**src/core/decode_pkg.sv**
```systemverilog
// package for the instruction decoder: field positions, opcode groups,
// register map and the structs that carry the bus and the decoded word.
// assumes a 16-bit program memory and a 32-bit apb register bus.
package decode_pkg;

	////////////////////////////////////////////////////////////////////
	// word and timing
	localparam int WORD_W        = 16;
	localparam int OSC_PER_CYCLE = 4;
	localparam int CNT_W         = 32;

	////////////////////////////////////////////////////////////////////
	// register map (byte addresses)
	localparam int ADDR_W = 12;
	localparam int DATA_W = 32;
	localparam logic [ADDR_W-1:0] CTRL_OFS    = 12'h000;
	localparam logic [ADDR_W-1:0] STATUS_OFS  = 12'h004;
	localparam logic [ADDR_W-1:0] CYCLES_OFS  = 12'h008;
	localparam logic [ADDR_W-1:0] LAST_LO_OFS = 12'h00C;
	localparam logic [ADDR_W-1:0] LAST_HI_OFS = 12'h010;
	localparam int CTRL_RUN_BIT    = 0;
	localparam int CTRL_EXT_BIT    = 1;
	localparam int STAT_SECOND_BIT = 0;
	localparam int STAT_TAKEN_BIT  = 1;
	localparam int STAT_RUN_BIT    = 2;
	localparam int STAT_EXT_BIT    = 3;

	////////////////////////////////////////////////////////////////////
	// operand field positions
	localparam int HI_MSB  = 15;
	localparam int HI_LSB  = 12;
	localparam int SUB_MSB = 11;
	localparam int SUB_LSB = 8;
	localparam int F_MSB   = 7;
	localparam int A_POS   = 8;
	localparam int D_POS   = 9;
	localparam int B_MSB   = 11;
	localparam int B_LSB   = 9;
	localparam int FSR_MSB = 5;
	localparam int FSR_LSB = 4;
	localparam int KH_MSB  = 3;
	localparam int S_POS   = 0;
	localparam int MM_MSB  = 1;
	localparam int NS_MSB  = 10;
	localparam int N2_MSB  = 11;
	localparam int K_W     = 12;
	localparam int N_W     = 20;
	localparam logic [7:0] BIT_ONE = 8'h01;

	////////////////////////////////////////////////////////////////////
	// opcode groups
	localparam logic [3:0] SECOND_TAG = 4'hF;
	localparam logic [3:0] HI_ZERO    = 4'h0;
	localparam logic [3:0] HI_BIT_LO  = 4'h7;
	localparam logic [3:0] HI_BIT_HI  = 4'hB;
	localparam logic [3:0] HI_BRANCH  = 4'hD;
	localparam logic [3:0] HI_LONG    = 4'hE;
	localparam logic [3:0] SUB_ZERO   = 4'h0;
	localparam logic [3:0] SUB_BANK   = 4'h1;
	localparam logic [3:0] SUB_LIT_LO = 4'hE;
	localparam logic [3:0] SUB_EXT_LO = 4'h8;
	localparam logic [3:0] SUB_EXT_HI = 4'hB;
	localparam logic [3:0] SUB_PTR    = 4'hE;
	localparam int DW_COUNT = 4;
	localparam logic [DW_COUNT-1:0][15:0] DW_MASK  =
		{16'hF000, 16'hFE00, 16'hFF00, 16'hFFC0};
	localparam logic [DW_COUNT-1:0][15:0] DW_MATCH =
		{16'hC000, 16'hEC00, 16'hEF00, 16'hEE00};
	localparam logic [15:0] EXT_MASK   = 16'hFC00;
	localparam logic [15:0] EXT_MATCH  = 16'hE800;
	localparam logic [15:0] EXT_SINGLE = 16'h0014;

	////////////////////////////////////////////////////////////////////
	// types
	typedef enum logic [1:0] {CAT_BYTE, CAT_BIT, CAT_LIT, CAT_CTRL} cat_e;

	typedef struct packed {
		cat_e               cat;
		logic               dw;
		logic               nop;
		logic               ext;
		logic [WORD_W-1:0]  w0;
		logic [WORD_W-1:0]  w1;
		logic [7:0]         f;
		logic               d;
		logic               a;
		logic [2:0]         bitn;
		logic [7:0]         bitsel;
		logic [K_W-1:0]     k;
		logic [1:0]         indirect_pointer_reg;
		logic [N_W-1:0]     n;
		logic               s;
		logic [1:0]         mm;
		logic               wr_acc;
		logic               wr_file;
		logic               use_bank;
		logic               shadow;
	} dec_s;

	typedef struct packed {
		logic               psel;
		logic               penable;
		logic               pwrite;
		logic [ADDR_W-1:0]  paddr;
		logic [DATA_W-1:0]  pwdata;
	} apb_req_s;

	typedef struct packed {
		logic               pready;
		logic [DATA_W-1:0]  prdata;
		logic               pslverr;
	} apb_rsp_s;

endpackage

```
**src/core/cycle_divider.sv**
```systemverilog
// instruction cycle divider: one enable pulse per group of oscillator periods.
// assumes i_mclk is the oscillator clock and i_run comes from the same domain.
`timescale 1ns/10ps
`default_nettype none

module cycle_divider
	import decode_pkg::*;
	#(
	parameter int PERIODS = OSC_PER_CYCLE
	)
	(
	// clock and reset
	input  wire logic  i_mclk,
	input  wire logic  i_reset,
	// control
	input  wire logic  i_run,
	// instruction cycle pulse
	output var  logic  o_cyc_en
	);

	localparam int CW = (PERIODS > 1) ? $clog2(PERIODS) : 1;
	localparam logic [CW-1:0] LAST = CW'(PERIODS - 1);

	typedef struct packed {
		logic [CW-1:0] cnt;
		logic          en;
	} div_s;

	div_s st_reg;
	div_s st_next;

	always_comb
	begin
		st_next = st_reg;
		st_next.en = 1'b0;
		if (!i_run)
		begin
			st_next.cnt = '0;
		end
		else if (st_reg.cnt == LAST)
		begin
			st_next.cnt = '0;
			st_next.en = 1'b1;
		end
		else
		begin
			st_next.cnt = CW'(st_reg.cnt + 1'b1);
		end
	end

	always_ff @(posedge i_mclk or posedge i_reset)
	begin
		if (i_reset)
			st_reg <= '0;
		else
			st_reg <= st_next;
	end

	assign o_cyc_en = st_reg.en;

endmodule
`default_nettype wire

```
**src/core/mcu_instruction_decode_timing.sv**
```systemverilog
// instruction decoder and cycle sequencer of an 8-bit core.
// assumes program memory presents the requested word on i_pm_word before
// the next cycle pulse, and the execution unit reports flow changes on the
// same clock.
`timescale 1ns/10ps
`default_nettype none

module mcu_instruction_decode_timing
	import decode_pkg::*;
	#(
	parameter int PERIODS = OSC_PER_CYCLE
	)
	(
	// clock and reset
	input  wire logic               i_mclk,
	input  wire logic               i_reset,
	// register bus
	input  wire apb_req_s           i_apb,
	output var  apb_rsp_s           o_apb,
	// program memory fetch
	input  wire logic [WORD_W-1:0]  i_pm_word,
	output var  logic               o_fetch,
	// execution unit
	input  wire logic               i_flow_taken,
	output var  logic               o_cyc_en,
	output var  logic               o_issue,
	output var  dec_s               o_dec
	);

	typedef enum logic [1:0] {PH_STOP, PH_FIRST, PH_SECOND} ph_e;

	typedef struct packed {
		ph_e                ph;
		logic               run;
		logic               ext_en;
		logic               taken;
		logic               fetch;
		logic               issue;
		logic [WORD_W-1:0]  hold;
		logic [CNT_W-1:0]   cycles;
		dec_s               dec;
		apb_rsp_s           rsp;
	} st_s;

	st_s  st_reg;
	st_s  st_next;
	logic cyc_en;

	////////////////////////////////////////////////////////////////////
	// opcode classification

	function automatic cat_e classify(input logic [WORD_W-1:0] w);
		logic [3:0] hi;
		logic [3:0] sub;
		cat_e       c;
		hi = w[HI_MSB:HI_LSB];
		sub = w[SUB_MSB:SUB_LSB];
		c = CAT_BYTE;
		if (hi == HI_ZERO)
		begin
			if (sub == SUB_ZERO)
				c = CAT_CTRL;
			else if (sub == SUB_BANK || sub >= SUB_LIT_LO)
				c = CAT_LIT;
		end
		else if (hi >= HI_BIT_LO && hi <= HI_BIT_HI)
		begin
			c = CAT_BIT;
		end
		else if (hi == HI_BRANCH || hi == SECOND_TAG)
		begin
			c = CAT_CTRL;
		end
		else if (hi == HI_LONG)
		begin
			if ((sub >= SUB_EXT_LO && sub <= SUB_EXT_HI) || sub == SUB_PTR)
				c = CAT_LIT;
			else
				c = CAT_CTRL;
		end
		return c;
	endfunction

	function automatic logic is_double(input logic [WORD_W-1:0] w);
		logic r;
		r = 1'b0;
		for (int i = 0; i < DW_COUNT; i++)
		begin
			if ((w & DW_MASK[i]) == DW_MATCH[i])
				r = 1'b1;
		end
		return r;
	endfunction

	function automatic logic is_ext(input logic [WORD_W-1:0] w);
		return ((w & EXT_MASK) == EXT_MATCH) || (w == EXT_SINGLE);
	endfunction

	////////////////////////////////////////////////////////////////////
	// operand extraction

	function automatic dec_s build(
		input logic [WORD_W-1:0] w0,
		input logic [WORD_W-1:0] w1,
		input logic              dw,
		input logic              ext_en
	);
		dec_s d;
		d = '0;
		d.w0 = w0;
		d.w1 = w1;
		d.dw = dw;
		d.ext = is_ext(w0);
		d.cat = classify(w0);
		// lone second word, or extended opcode while the group is off
		d.nop = (!dw && w0[HI_MSB:HI_LSB] == SECOND_TAG)
			|| (d.ext && !ext_en);
		case (d.cat)
			CAT_BYTE:
			begin
				d.f = w0[F_MSB:0];
				d.d = w0[D_POS];
				d.a = w0[A_POS];
				d.wr_acc = !w0[D_POS];
				d.wr_file = w0[D_POS];
				d.use_bank = w0[A_POS];
				if (dw)
					d.n = {w1[N2_MSB:0], w0[F_MSB:0]};
			end
			CAT_BIT:
			begin
				d.f = w0[F_MSB:0];
				d.a = w0[A_POS];
				d.bitn = w0[B_MSB:B_LSB];
				d.bitsel = BIT_ONE << w0[B_MSB:B_LSB];
				d.use_bank = w0[A_POS];
			end
			CAT_LIT:
			begin
				d.indirect_pointer_reg = w0[FSR_MSB:FSR_LSB];
				if (dw)
					d.k = {w0[KH_MSB:0], w1[F_MSB:0]};
				else
					d.k = K_W'(w0[F_MSB:0]);
			end
			CAT_CTRL:
			begin
				d.s = w0[S_POS];
				d.mm = w0[MM_MSB:0];
				d.shadow = w0[S_POS];
				if (dw)
					d.n = {w1[N2_MSB:0], w0[F_MSB:0]};
				else
					d.n = N_W'(w0[NS_MSB:0]);
			end
			default:
			begin
				d.nop = 1'b1;
			end
		endcase
		if (d.nop)
		begin
			d.wr_acc = 1'b0;
			d.wr_file = 1'b0;
			d.shadow = 1'b0;
		end
		return d;
	endfunction

	function automatic dec_s idle_cycle(input logic [WORD_W-1:0] w);
		dec_s d;
		d = '0;
		d.cat = CAT_CTRL;
		d.nop = 1'b1;
		d.w0 = w;
		return d;
	endfunction

	////////////////////////////////////////////////////////////////////
	// register read mux

	function automatic logic [DATA_W-1:0] read_reg(
		input st_s               s,
		input logic [ADDR_W-1:0] addr
	);
		logic [DATA_W-1:0] r;
		r = '0;
		case (addr)
			CTRL_OFS:
			begin
				r[CTRL_RUN_BIT] = s.run;
				r[CTRL_EXT_BIT] = s.ext_en;
			end
			STATUS_OFS:
			begin
				r[STAT_SECOND_BIT] = (s.ph == PH_SECOND);
				r[STAT_TAKEN_BIT] = s.taken;
				r[STAT_RUN_BIT] = (s.ph != PH_STOP);
				r[STAT_EXT_BIT] = s.dec.ext;
			end
			CYCLES_OFS:  r = s.cycles;
			LAST_LO_OFS: r = DATA_W'(s.dec.w0);
			LAST_HI_OFS: r = DATA_W'(s.dec.w1);
			default:     r = '0;
		endcase
		return r;
	endfunction

	function automatic logic mapped(input logic [ADDR_W-1:0] addr);
		return addr == CTRL_OFS || addr == STATUS_OFS || addr == CYCLES_OFS
			|| addr == LAST_LO_OFS || addr == LAST_HI_OFS;
	endfunction

	////////////////////////////////////////////////////////////////////
	// instruction cycle pulse

	cycle_divider #(
		.PERIODS (PERIODS)
	) u_div (
		.i_mclk   (i_mclk),
		.i_reset  (i_reset),
		.i_run    (st_reg.run),
		.o_cyc_en (cyc_en)
	);

	////////////////////////////////////////////////////////////////////
	// next state

	always_comb
	begin
		logic access;
		logic done;
		logic flush;
		access = i_apb.psel && i_apb.penable;
		done = access && st_reg.rsp.pready;
		flush = st_reg.taken || i_flow_taken;
		st_next = st_reg;
		st_next.issue = 1'b0;
		st_next.fetch = 1'b0;
		st_next.rsp = '0;

		// a flow change is held until the next cycle boundary consumes it
		st_next.taken = flush;

		// apb: one wait state, write lands at the completing edge
		if (access && !st_reg.rsp.pready)
		begin
			st_next.rsp.pready = 1'b1;
			st_next.rsp.prdata = read_reg(st_reg, i_apb.paddr);
			st_next.rsp.pslverr = !mapped(i_apb.paddr);
		end

		if (!st_reg.run)
		begin
			st_next.ph = PH_STOP;
			st_next.taken = 1'b0;
		end
		else if (st_reg.ph == PH_STOP)
		begin
			st_next.ph = PH_FIRST;
			st_next.fetch = 1'b1;
		end
		else if (cyc_en)
		begin
			st_next.taken = 1'b0;
			st_next.fetch = 1'b1;
			st_next.cycles = CNT_W'(st_reg.cycles + 1'b1);
			if (flush)
			begin
				// prefetched word dropped, this cycle runs as a nop
				st_next.issue = 1'b1;
				st_next.dec = idle_cycle(i_pm_word);
				st_next.ph = PH_FIRST;
			end
			else
			begin
				case (st_reg.ph)
					PH_FIRST:
					begin
						if (is_double(i_pm_word))
						begin
							// first half only; issued with its partner
							st_next.hold = i_pm_word;
							st_next.ph = PH_SECOND;
						end
						else
						begin
							st_next.issue = 1'b1;
							st_next.dec = build(i_pm_word, '0, 1'b0,
								st_reg.ext_en);
						end
					end
					PH_SECOND:
					begin
						st_next.issue = 1'b1;
						st_next.dec = build(st_reg.hold, i_pm_word, 1'b1,
							st_reg.ext_en);
						st_next.ph = PH_FIRST;
					end
					default:
					begin
						st_next.ph = PH_FIRST;
					end
				endcase
			end
		end

		if (done && i_apb.pwrite && i_apb.paddr == CTRL_OFS)
		begin
			st_next.run = i_apb.pwdata[CTRL_RUN_BIT];
			st_next.ext_en = i_apb.pwdata[CTRL_EXT_BIT];
			if (!i_apb.pwdata[CTRL_RUN_BIT])
			begin
				st_next.ph = PH_STOP;
				st_next.issue = 1'b0;
				st_next.fetch = 1'b0;
			end
		end
		else if (done && i_apb.pwrite && i_apb.paddr == CYCLES_OFS)
		begin
			st_next.cycles = i_apb.pwdata;
		end
	end

	////////////////////////////////////////////////////////////////////
	// state register

	always_ff @(posedge i_mclk or posedge i_reset)
	begin
		if (i_reset)
			st_reg <= '0;
		else
			st_reg <= st_next;
	end

	////////////////////////////////////////////////////////////////////
	// outputs

	assign o_apb = st_reg.rsp;
	assign o_fetch = st_reg.fetch;
	assign o_cyc_en = cyc_en;
	assign o_issue = st_reg.issue;
	assign o_dec = st_reg.dec;

endmodule
`default_nettype wire

```
**config.mk**
```make
export PLATFORM = sky130hd
export DESIGN_NAME = mcu_instruction_decode_timing
export DESIGN_NICKNAME = d
export VERILOG_FILES = /design/src/core/decode_pkg.sv /design/src/core/cycle_divider.sv /design/src/core/mcu_instruction_decode_timing.sv
export SDC_FILE = /design/constraint.sdc
export NUM_CORES = 1
export LEC_CHECK = 0
export BUFFER_PORTS_ARGS = -buffer_cell sky130_fd_sc_hd__clkbuf_2
export CAP_MARGIN = 20
export CORE_MARGIN = 10
export CORE_UTILIZATION = 40
export DETAILED_ROUTE_END_ITERATION = 7
export PLACE_DENSITY_LB_ADDON = 0.25
export SYNTH_ARGS = -nofsm -noshare
export SYNTH_HDL_FRONTEND = slang
export SYNTH_SLANG_ARGS = --single-unit
```
**constraint.sdc**
```tcl
create_clock -name i_mclk -period 7.2 [get_ports i_mclk]
set_input_delay 0.36 -clock i_mclk [delete_from_list [all_inputs] [get_ports i_mclk]]
set_output_delay 0.36 -clock i_mclk [all_outputs]
set_load 0.05 [all_outputs]
```
# After elaboration in Yosys (flattened, before gate mapping)
# Index checks and enable logic that the tools add are counted.
# totals
regBits	191
input_bits	66
output_inout_bits	136
word_cells	228
# op_classes
n_addsub	2
order_cmp	10
eq_ne	32
n_shift	2
muxes	101
bitwise	2
n_reduce_logical	46
# op_table
op	count
$mux 99	2
$pmux 99 s2	1
$mux 150	1
$mux 149	1
$mux 148	1
$pmux 28 s3	1
$mux 2	38
$mux 32	2
$mux 16	3
$mux 1	37
$eq 4x4->1 const B	9
$mux 34	1
$add 32x1->32 const B	1
$eq 16x5->1 const B	2
$mux 14	2
$eq 12x4->1 const B	2
$mux 11	2
$mux 20	1
$ge 4x4->1 const B	4
$le 4x4->1 const B	4
$logic_not 4->1	4
$mux 8	2
$shl 1x3->8 const A	2
$logic_or 1x1->1	14
28 further kinds	58

# Longest topological paths before layout
# Gate-level depths: netlist (run 1).
# depth
ltp_word	27
ltp_mapped	11
depth_no_buf	10

# Hierarchy
# From an unflattened synthesis (run 1), not the netlist that was laid out.
# unflattened
hier_cells	1011
hier_area_um2	9833.2
# modules_own_cells
mod	n_inst	cells_per_inst	area_per_inst_um2
mcu_instruction_decode_timing	1	1003	9715.6
cycle_divider	1	8	117.6

# Worst setup path after synthesis (run 1)
# No wires, ideal clock.
# synth_timing
path_kind	reg-to-reg
startpoint	register st_reg[174] (netlist name)
endpoint	register st_reg, in the netlist o_dec[15]
arrival_time_ps	2473
required_ps	7136
path_slack_ps	4663
stages_incl_launch_ff	12
n_path_buf	2
synth_period_minus_slack_ps	2537
cell_sequence	dfrtp_1 -> clkbuf_1 -> nor3_1 -> or3b_1 -> o21ai_0 -> a31o_2 -> inv_1 -> ha_1 -> a2111oi_1 -> buf_2 -> a22o_1 -> a21o_1
# synth_via
elab_chain_len	18
elab_cells_between_ends	27
classes_between	order compare: 3; eq/ne: 3; mux: 15; reduce/logical: 6
# synth_rtl
element	line	rtl
from (decl)	mcu_instruction_decode_timing.sv:45	st_s st_reg;
from (signal assigned)	mcu_instruction_decode_timing.sv:333	st_reg <= st_next;
$ge 4x4->1 or $le 4x4->1 (tied branches)	mcu_instruction_decode_timing.sv:76	if ((sub >= SUB_EXT_LO && sub <= SUB_EXT_HI) || sub == SUB_PTR)
$logic_and 1x1->1	mcu_instruction_decode_timing.sv:76	
$logic_or 1x1->1	mcu_instruction_decode_timing.sv:76	
$mux 1	mcu_instruction_decode_timing.sv:76	
$mux 2	mcu_instruction_decode_timing.sv:74	else if (hi == HI_LONG)
$mux 2	mcu_instruction_decode_timing.sv:70	else if (hi == HI_BRANCH || hi == SECOND_TAG)
$mux 2	mcu_instruction_decode_timing.sv:66	else if (hi >= HI_BIT_LO && hi <= HI_BIT_HI)
$mux 2 (*)	mcu_instruction_decode_timing.sv:59	if (hi == HI_ZERO)
[2 not listed]	-	
$mux 2 (*)	mcu_instruction_decode_timing.sv:263	else if (cyc_en)
$mux 2 (*)	mcu_instruction_decode_timing.sv:258	else if (st_reg.ph == PH_STOP)
$mux 2 (*)	mcu_instruction_decode_timing.sv:253	if (!st_reg.run)
$eq 2x2->1 or $logic_not 2->1 (tied branches)	mcu_instruction_decode_timing.sv:118	case (d.cat)
$reduce_or 2->1 (no source line) (*)	-	
$mux 20 (*)	-	
$pmux 99 s2 (*)	mcu_instruction_decode_timing.sv:277	case (st_reg.ph)
$mux 99 (*)	mcu_instruction_decode_timing.sv:268	if (flush)
# Every way passes the cells marked *; elsewhere a longest branch is shown, timed or not. The select of a mux whose other input is x is not followed.
# A chain may end at the register's enable or synchronous reset.

# Final worst setup path (run 1)
# layout_timing
startpoint	register st_reg[186] (netlist name)
endpoint	register st_reg, in the netlist o_dec[7]
# layout_via
elab_chain_len	3
elab_cells_between_ends	9
classes_between	eq/ne: 3; mux: 2; bitwise: 1; reduce/logical: 3
# layout_rtl
element	line
$eq 2x1->1, or another cell as far along	mcu_instruction_decode_timing.sv:277
$ne 3x3->1 (no source line), or another cell as far along	-
$reduce_and 5->1 (no source line) or $mux 99 (tied branches)	-
# Several ways; a longest one is shown, not always the timed one.

==> impl_metrics.toml, run 1 <==
[cts]
cts_tree = "done"
postCtsHoldBufs = 0
cts_resized = 0
cts_setup_buffers = 0
cts_buffer_depth = 2
clock_latency_ps = 440
clkTransAtPathRegs_ps = 80
cts.sinks = 189
cts_root_buf = "clkbuf_16"
cts_made_buffers = 17
htreeDepth = 4

[die]
die_y_um = 177
start_util = 0.406
fp.dieW_um = 177
coreArea_um2 = 24200
num_rows = 57
ios = 202
fp.dieArea_um2 = 31300

[critical_path]
r2r_cells = 8
required_ps = 7520
critical_path_class = "reg2reg"
ff2ff_setup_slack_ps = 4350
cp_data_arrival_time_ps = 3170
start_kind = "flop"
cp-end-kind = "flop"
crit_fanout = 93

[drt]
first_iter_violations = 945
vias_per_cell = 5.36
drtAntennaViolNets = 0
dr.pass1.iters = 6
routed-via-count = 7494
drc = 0
post_drt_wl_per_cell_um = 20.8
postRouteWirelength_mm = 29.1

[global_route]
antenna_found_initial = 0
gr-total-overflow = 0
grt_usage = 0.181
grt_pass1_vias = 7429
grt_max_degree = 110
grt_pass1_wl_mm = 44.3

[sta]
skew_ps = 15.2
maxSlewHeadroom = 0.264
setup_viol_count_final = 0
layout_worst_path_cycle_share = 0.395
setup_tns_ps = 0
report.final.slew_viol_count = 0
worstMarginPinSlew_ps = 1100
hold_violations = 0
rsz0062_at_grt = "false"
fmax_mhz = 351
finalCriticalPeriod_ps = 2850

[power_and_ir_drop]
switchingPower_mw = 0.541
combPwrFrac = 0.046
ir_drop_mv = 0.118
swShare = 0.254
p_int_mw = 1.59
p_per_area_nw_per_um2 = 199
p_leak_nw = 5.20
clockPowerShare = 0.455
seqPwrFrac = 0.499

[place]
globalplace.congestion = 0.892
port_buffers = 201
postPlaceCellArea_um2 = 10100
dpl.hpwl_mm = 21.3

[layout]
postLayoutCellArea_um2 = 10700
fillers = 2428
largest_reg_flops = 97
synthToLayoutAreaGrowth_pct = 8.79
nets = 1137
mostFrequentLayoutCells = "201 x clkbuf_2, 189 x dfrtp_1, 159 x nand2_1"
drive_gt1_frac = 0.261
layout_commonest_cell = "clkbuf_2"
n_antenna_cell = 0

[status]
outcome = "completed"

[logic_synthesis]
ys_seq_area_frac = 0.480
ys_ff_latch = 189
avgSynthCellArea_um2 = 9.55
netlist_instances = 1031
synth_edf_count = 0
yosysUniqueCellTypes = 70
synth_area_um2 = 9850
synth_nets = 1106
synth_warnings = 0
synth_ff_type = "dfrtp_1"
synth-async-reset-ratio = 1.00

[job]
cap_violations = 0

[min_path]
hp-class = "in2async"
==> layout make-up <==
class	count	area, um2	area share
repair buffers	208	1080	0.101
clock inverters	15	171	0.0160
multi-input cells	625	3820	0.356
inverters	21	86.3	0.00806
flip-flops and latches	189	4730	0.441
well taps	324	405	0.0378
clock buffers	17	425	0.0397
==> power groups by stage <==
stage / Combinational, mW / Sequential, mW / Clock [mW]
after global placement: 0.0963 / 1.08 / 0
after detailed placement: 0.0961 / 1.08 / 0
after global routing: 0.107 / 1.06 / 1.04
final: 0.0972 / 1.06 / 0.969
after floorplan: 0.0531 / 1.08 / 0
after CTS: 0.0964 / 1.06 / 0.990
==> metal layers <==
metal,global-route usage,wire length (um)
met2,0.279,13200
met4,0.0361,404
met1,0.251,13300
met3,0.0486,2180
met5,0,0
==> kinds of logic (layout without fill, tap and decap cells) <==
kind of cell | Yosys count | count (layout) | share of synthesized area
simple gates | 357 | 357 | 0.175
buf+inv | 217 | 261 | 0.136
compound gates | 208 | 208 | 0.147
flops | 189 | 189 | 0.480
xor+xnor | 31 | 31 | 0.0276
mux | 20 | 20 | 0.0222
fa+ha+maj | 9 | 9 | 0.0114
==> worst max-delay path, cell delays in order, from the launching register on <==
cell,delay (ps)
dfrtp_1,410
inv_1,90
ha_1,730
nor2_1,150
nand2_1,120
nand2_1,110
a31o_4,520
a22o_1,360
a21o_1,160
==> worst paths after layout <==
check,start,to
max reg2reg,st_reg[186],o_dec[7]
min in group i_mclk,i_apb[28],st_reg[161]
min,i_reset,st_reg[184]
max in group asynchronous,i_reset,o_dec[20]
min reg2reg,u_div.st_reg[1],u_div.st_reg[1]
max,st_reg[186],o_dec[7]
==> metrics by stage <==
| step | utilization | hold WS [ps] | power (mW) | setup slack (ps) | cells |
|---|---|---|---|---|---|
| CTS | 0.441 | 96.0 | 2.15 | 4360 | 1398 |
| finish | 0.442 | 29.1 | 2.13 | 4350 | 1399 |
| detailed placement | 0.416 | 434 | 1.18 | 4210 | 1366 |
| global placement | 0.416 | 425 | 1.18 | 4270 | 1366 |
| floorplan | - | 414 | 1.14 | 1700 | 1031 |
| global route | 0.442 | 109 | 2.21 | 4070 | 1399 |
==> synthesized netlist by cell type, drive strengths merged (3+ instances only) <==
| cell | instances | area, um2 |
|---|---|---|
| a221oi | 5 | 43.8 |
| or3 | 3 | 18.8 |
| nor3b | 4 | 30.0 |
| and2 | 5 | 31.3 |
| or2 | 5 | 33.8 |
| and3 | 24 | 150 |
| or4 | 3 | 26.3 |
| o21ai | 66 | 338 |
| nand4b | 3 | 32.5 |
| clkbuf | 36 | 136 |
| a31oi | 18 | 113 |
| xnor2 | 13 | 114 |
| mux2i | 5 | 50.1 |
| a21oi | 18 | 97.6 |
| a22oi | 13 | 97.6 |
| o31ai | 9 | 67.6 |
| xor2 | 18 | 158 |
| nor4 | 8 | 83.8 |
| nor3 | 13 | 70.1 |
| and4 | 5 | 43.8 |
| a32oi | 6 | 52.6 |
| dfrtp | 189 | 4730 |
| buf | 160 | 1130 |
| nand4 | 9 | 56.3 |
| a22o | 29 | 254 |
| nor2 | 62 | 243 |
| inv | 21 | 78.8 |
| nor4b | 3 | 26.3 |
| o211ai | 3 | 22.5 |
| ha | 9 | 113 |
| nand3 | 37 | 185 |
| nor2b | 9 | 56.3 |
| a21o | 10 | 75.1 |
| nand2 | 159 | 597 |
| a222oi | 12 | 120 |
| mux2 | 15 | 169 |
No activity file was read; power rests on OpenSTA's default activity.
==> inputs of run 2 (changes only) <==
- clock period: 7.2 -> 2.7 ns (I/O delays scaled with it)
==> run 2 against run 1 <==
  * Combinational power grew to 3.2 times the previous value
  * First-iteration DRC count shrank 25%
  * Clock skew shrank 1.5 ps
  * Core utilization grew 2.6 points
  * Routed wire length grew 4.0%
  * Clock-buffer cell count is the same
  * Die area is the same
  * Sequential cell count is the same
  * Register-to-register slack lost 4300 ps
  * Final area grew 5.9%
  * Cell count grew 5.0%
  * Critical endpoint is now o_dec[14]
  * Largest power group unchanged
==> impl_metrics.toml, run 2 (synthesized netlist as in run 1, its figures left out) <==
[status]
outcome = "completed"

[drt]
postRouteWirelength_mm = 30.2
drtAntennaViolNets = 0
post_drt_wl_per_cell_um = 20.6
dr.pass1.iters = 7
drc = 0
vias_per_cell = 5.33
routed-via-count = 7826
first_iter_violations = 710

[layout]
drive_gt1_frac = 0.280
n_antenna_cell = 0
mostFrequentLayoutCells = "201 x clkbuf_2, 189 x dfrtp_1, 159 x nand2_1"
layout_commonest_cell = "clkbuf_2"
largest_reg_flops = 97
finalNonFillerCells = 1469
postLayoutCellArea_um2 = 11400
synthToLayoutAreaGrowth_pct = 15.3
nets = 1207
fillers = 2368

[min_path]
min-delay-start = "i_apb[42]"
hp-class = "in2reg"
hold_depth = 3
whs_endpoint = "o_apb[0]"

[critical_path]
ff2ff_setup_slack_ps = 20
crit_fanout = 10
cp_data_arrival_time_ps = 3080
critical_path_class = "reg2reg"
start_kind = "flop"
slowest_delay_ps = 390
r2r_cells = 10
cp-end-kind = "flop"
slowest_stage = "or3_4"
r2r_start = "st_reg[177]"
required_ps = 3090
crit_chain = "or3_4 > or3b_4 > o21ai_1 > a31o_2 > inv_2 > ha_4 > a2111oi_4 > clkbuf_4 > a22o_1 > a21o_1"
timing.rr.end = "o_dec[14]"

[sta]
hold_violations = 0
setup_viol_count_final = 0
setup_tns_ps = 0
maxSlewHeadroom = 0.416
fmax_mhz = 373
skew_ps = 13.7
finalCriticalPeriod_ps = 2680
report.final.slew_viol_count = 0
layout_worst_path_cycle_share = 0.993
worstMarginPinSlew_ps = 876

[place]
postPlaceCellArea_um2 = 10400
port_buffers = 201
dp_cells = 1398
dpl.hpwl_mm = 21.8
globalplace.congestion = 0.901

[power_and_ir_drop]
finalPower_mw = 5.63
p_per_area_nw_per_um2 = 496
ir_drop_mv = 0.357
p_leak_nw = 5.51

[die]
num_rows = 57
die_y_um = 177
start_util = 0.406
ios = 202
fp.dieArea_um2 = 31300
fp.dieW_um = 177
coreArea_um2 = 24200

[cts]
cts.sinks = 189
clkTransAtPathRegs_ps = 80
cts_root_buf = "clkbuf_16"
clock_latency_ps = 450
cts_made_buffers = 17
cts_tree = "done"
cts_buffer_depth = 2
htreeDepth = 4

[global_route]
grt_max_degree = 121
gr-total-overflow = 0
grt_pass1_wl_mm = 46.9
grt_usage = 0.191
grt_pass1_vias = 7927
antenna_found_initial = 0

[job]
cap_violations = 0
## run 2: where the power goes
part | switching, mW | total [mW] | leakage [nW] | internal [mW]
Combinational | 0.199 | 0.311 | 2.76 | 0.112
Sequential | 0.00115 | 2.83 | 2.47 | 2.83
Clock | 1.25 | 2.48 | 0.278 | 1.23
## run 2: how the worst max path moves through the flow
stage,slack [ps],to,cells after the start,startpoint
after detailed placement,80,o_dec[9],10,st_reg[177]
after global placement,140,o_dec[15],10,st_reg[177]
after CTS,70,o_dec[9],10,st_reg[177]
after floorplan,130,o_apb[0],1,i_reset
final,20,o_dec[14],10,st_reg[177]
after global routing,-50,o_dec[14],10,st_reg[177]
## run 2: area by class of cell
class                   instances  area, um2  share of cell area
clock buffers                  17        425              0.0375
repair buffers                278       1700               0.150
clock inverters                15        155              0.0137
inverters                      21       82.6             0.00727
multi-input cells             625       3850               0.339
well taps                     324        405              0.0357
flip-flops and latches        189       4730               0.417
## run 2: per-stage QoR
stage	util	hold slack, ps	setup slack, ps
floorplan	-	251	131
global placement	0.427	344	136
detailed placement	0.427	348	77.3
CTS	0.465	3.96	68.9
global route	0.468	14.9	-45.7
finish	0.468	3.86	17.6
## run 2: per-layer routing
metal | part of all wire | track usage | wire (um) | vias up
li1 | - | - | - | 3659
met1 | 0.44 | 0.248 | 13200 | 3785
met2 | 0.46 | 0.303 | 14000 | 321
met3 | 0.072 | 0.0508 | 2190 | 61
met4 | 0.028 | 0.0665 | 840 | 0
met5 | 0 | 0 | 0 | -
## run 2: timing repair
action                     CTS  global route
buffers inserted             0             2
hold endpoints to repair   156             0
setup endpoints to repair    0            19
resized for setup            0            10
hold buffers                35             0
## run 2: critical path, delay by kind of cell, from the launching register on
kind	cells	cell delay, ps
AO/OA/AOI/OAI	5	840
adder cells (fa/ha/maj)	1	240
buffers and inverters	2	400
flip-flops	1	380
AND/OR/NAND/NOR	2	770
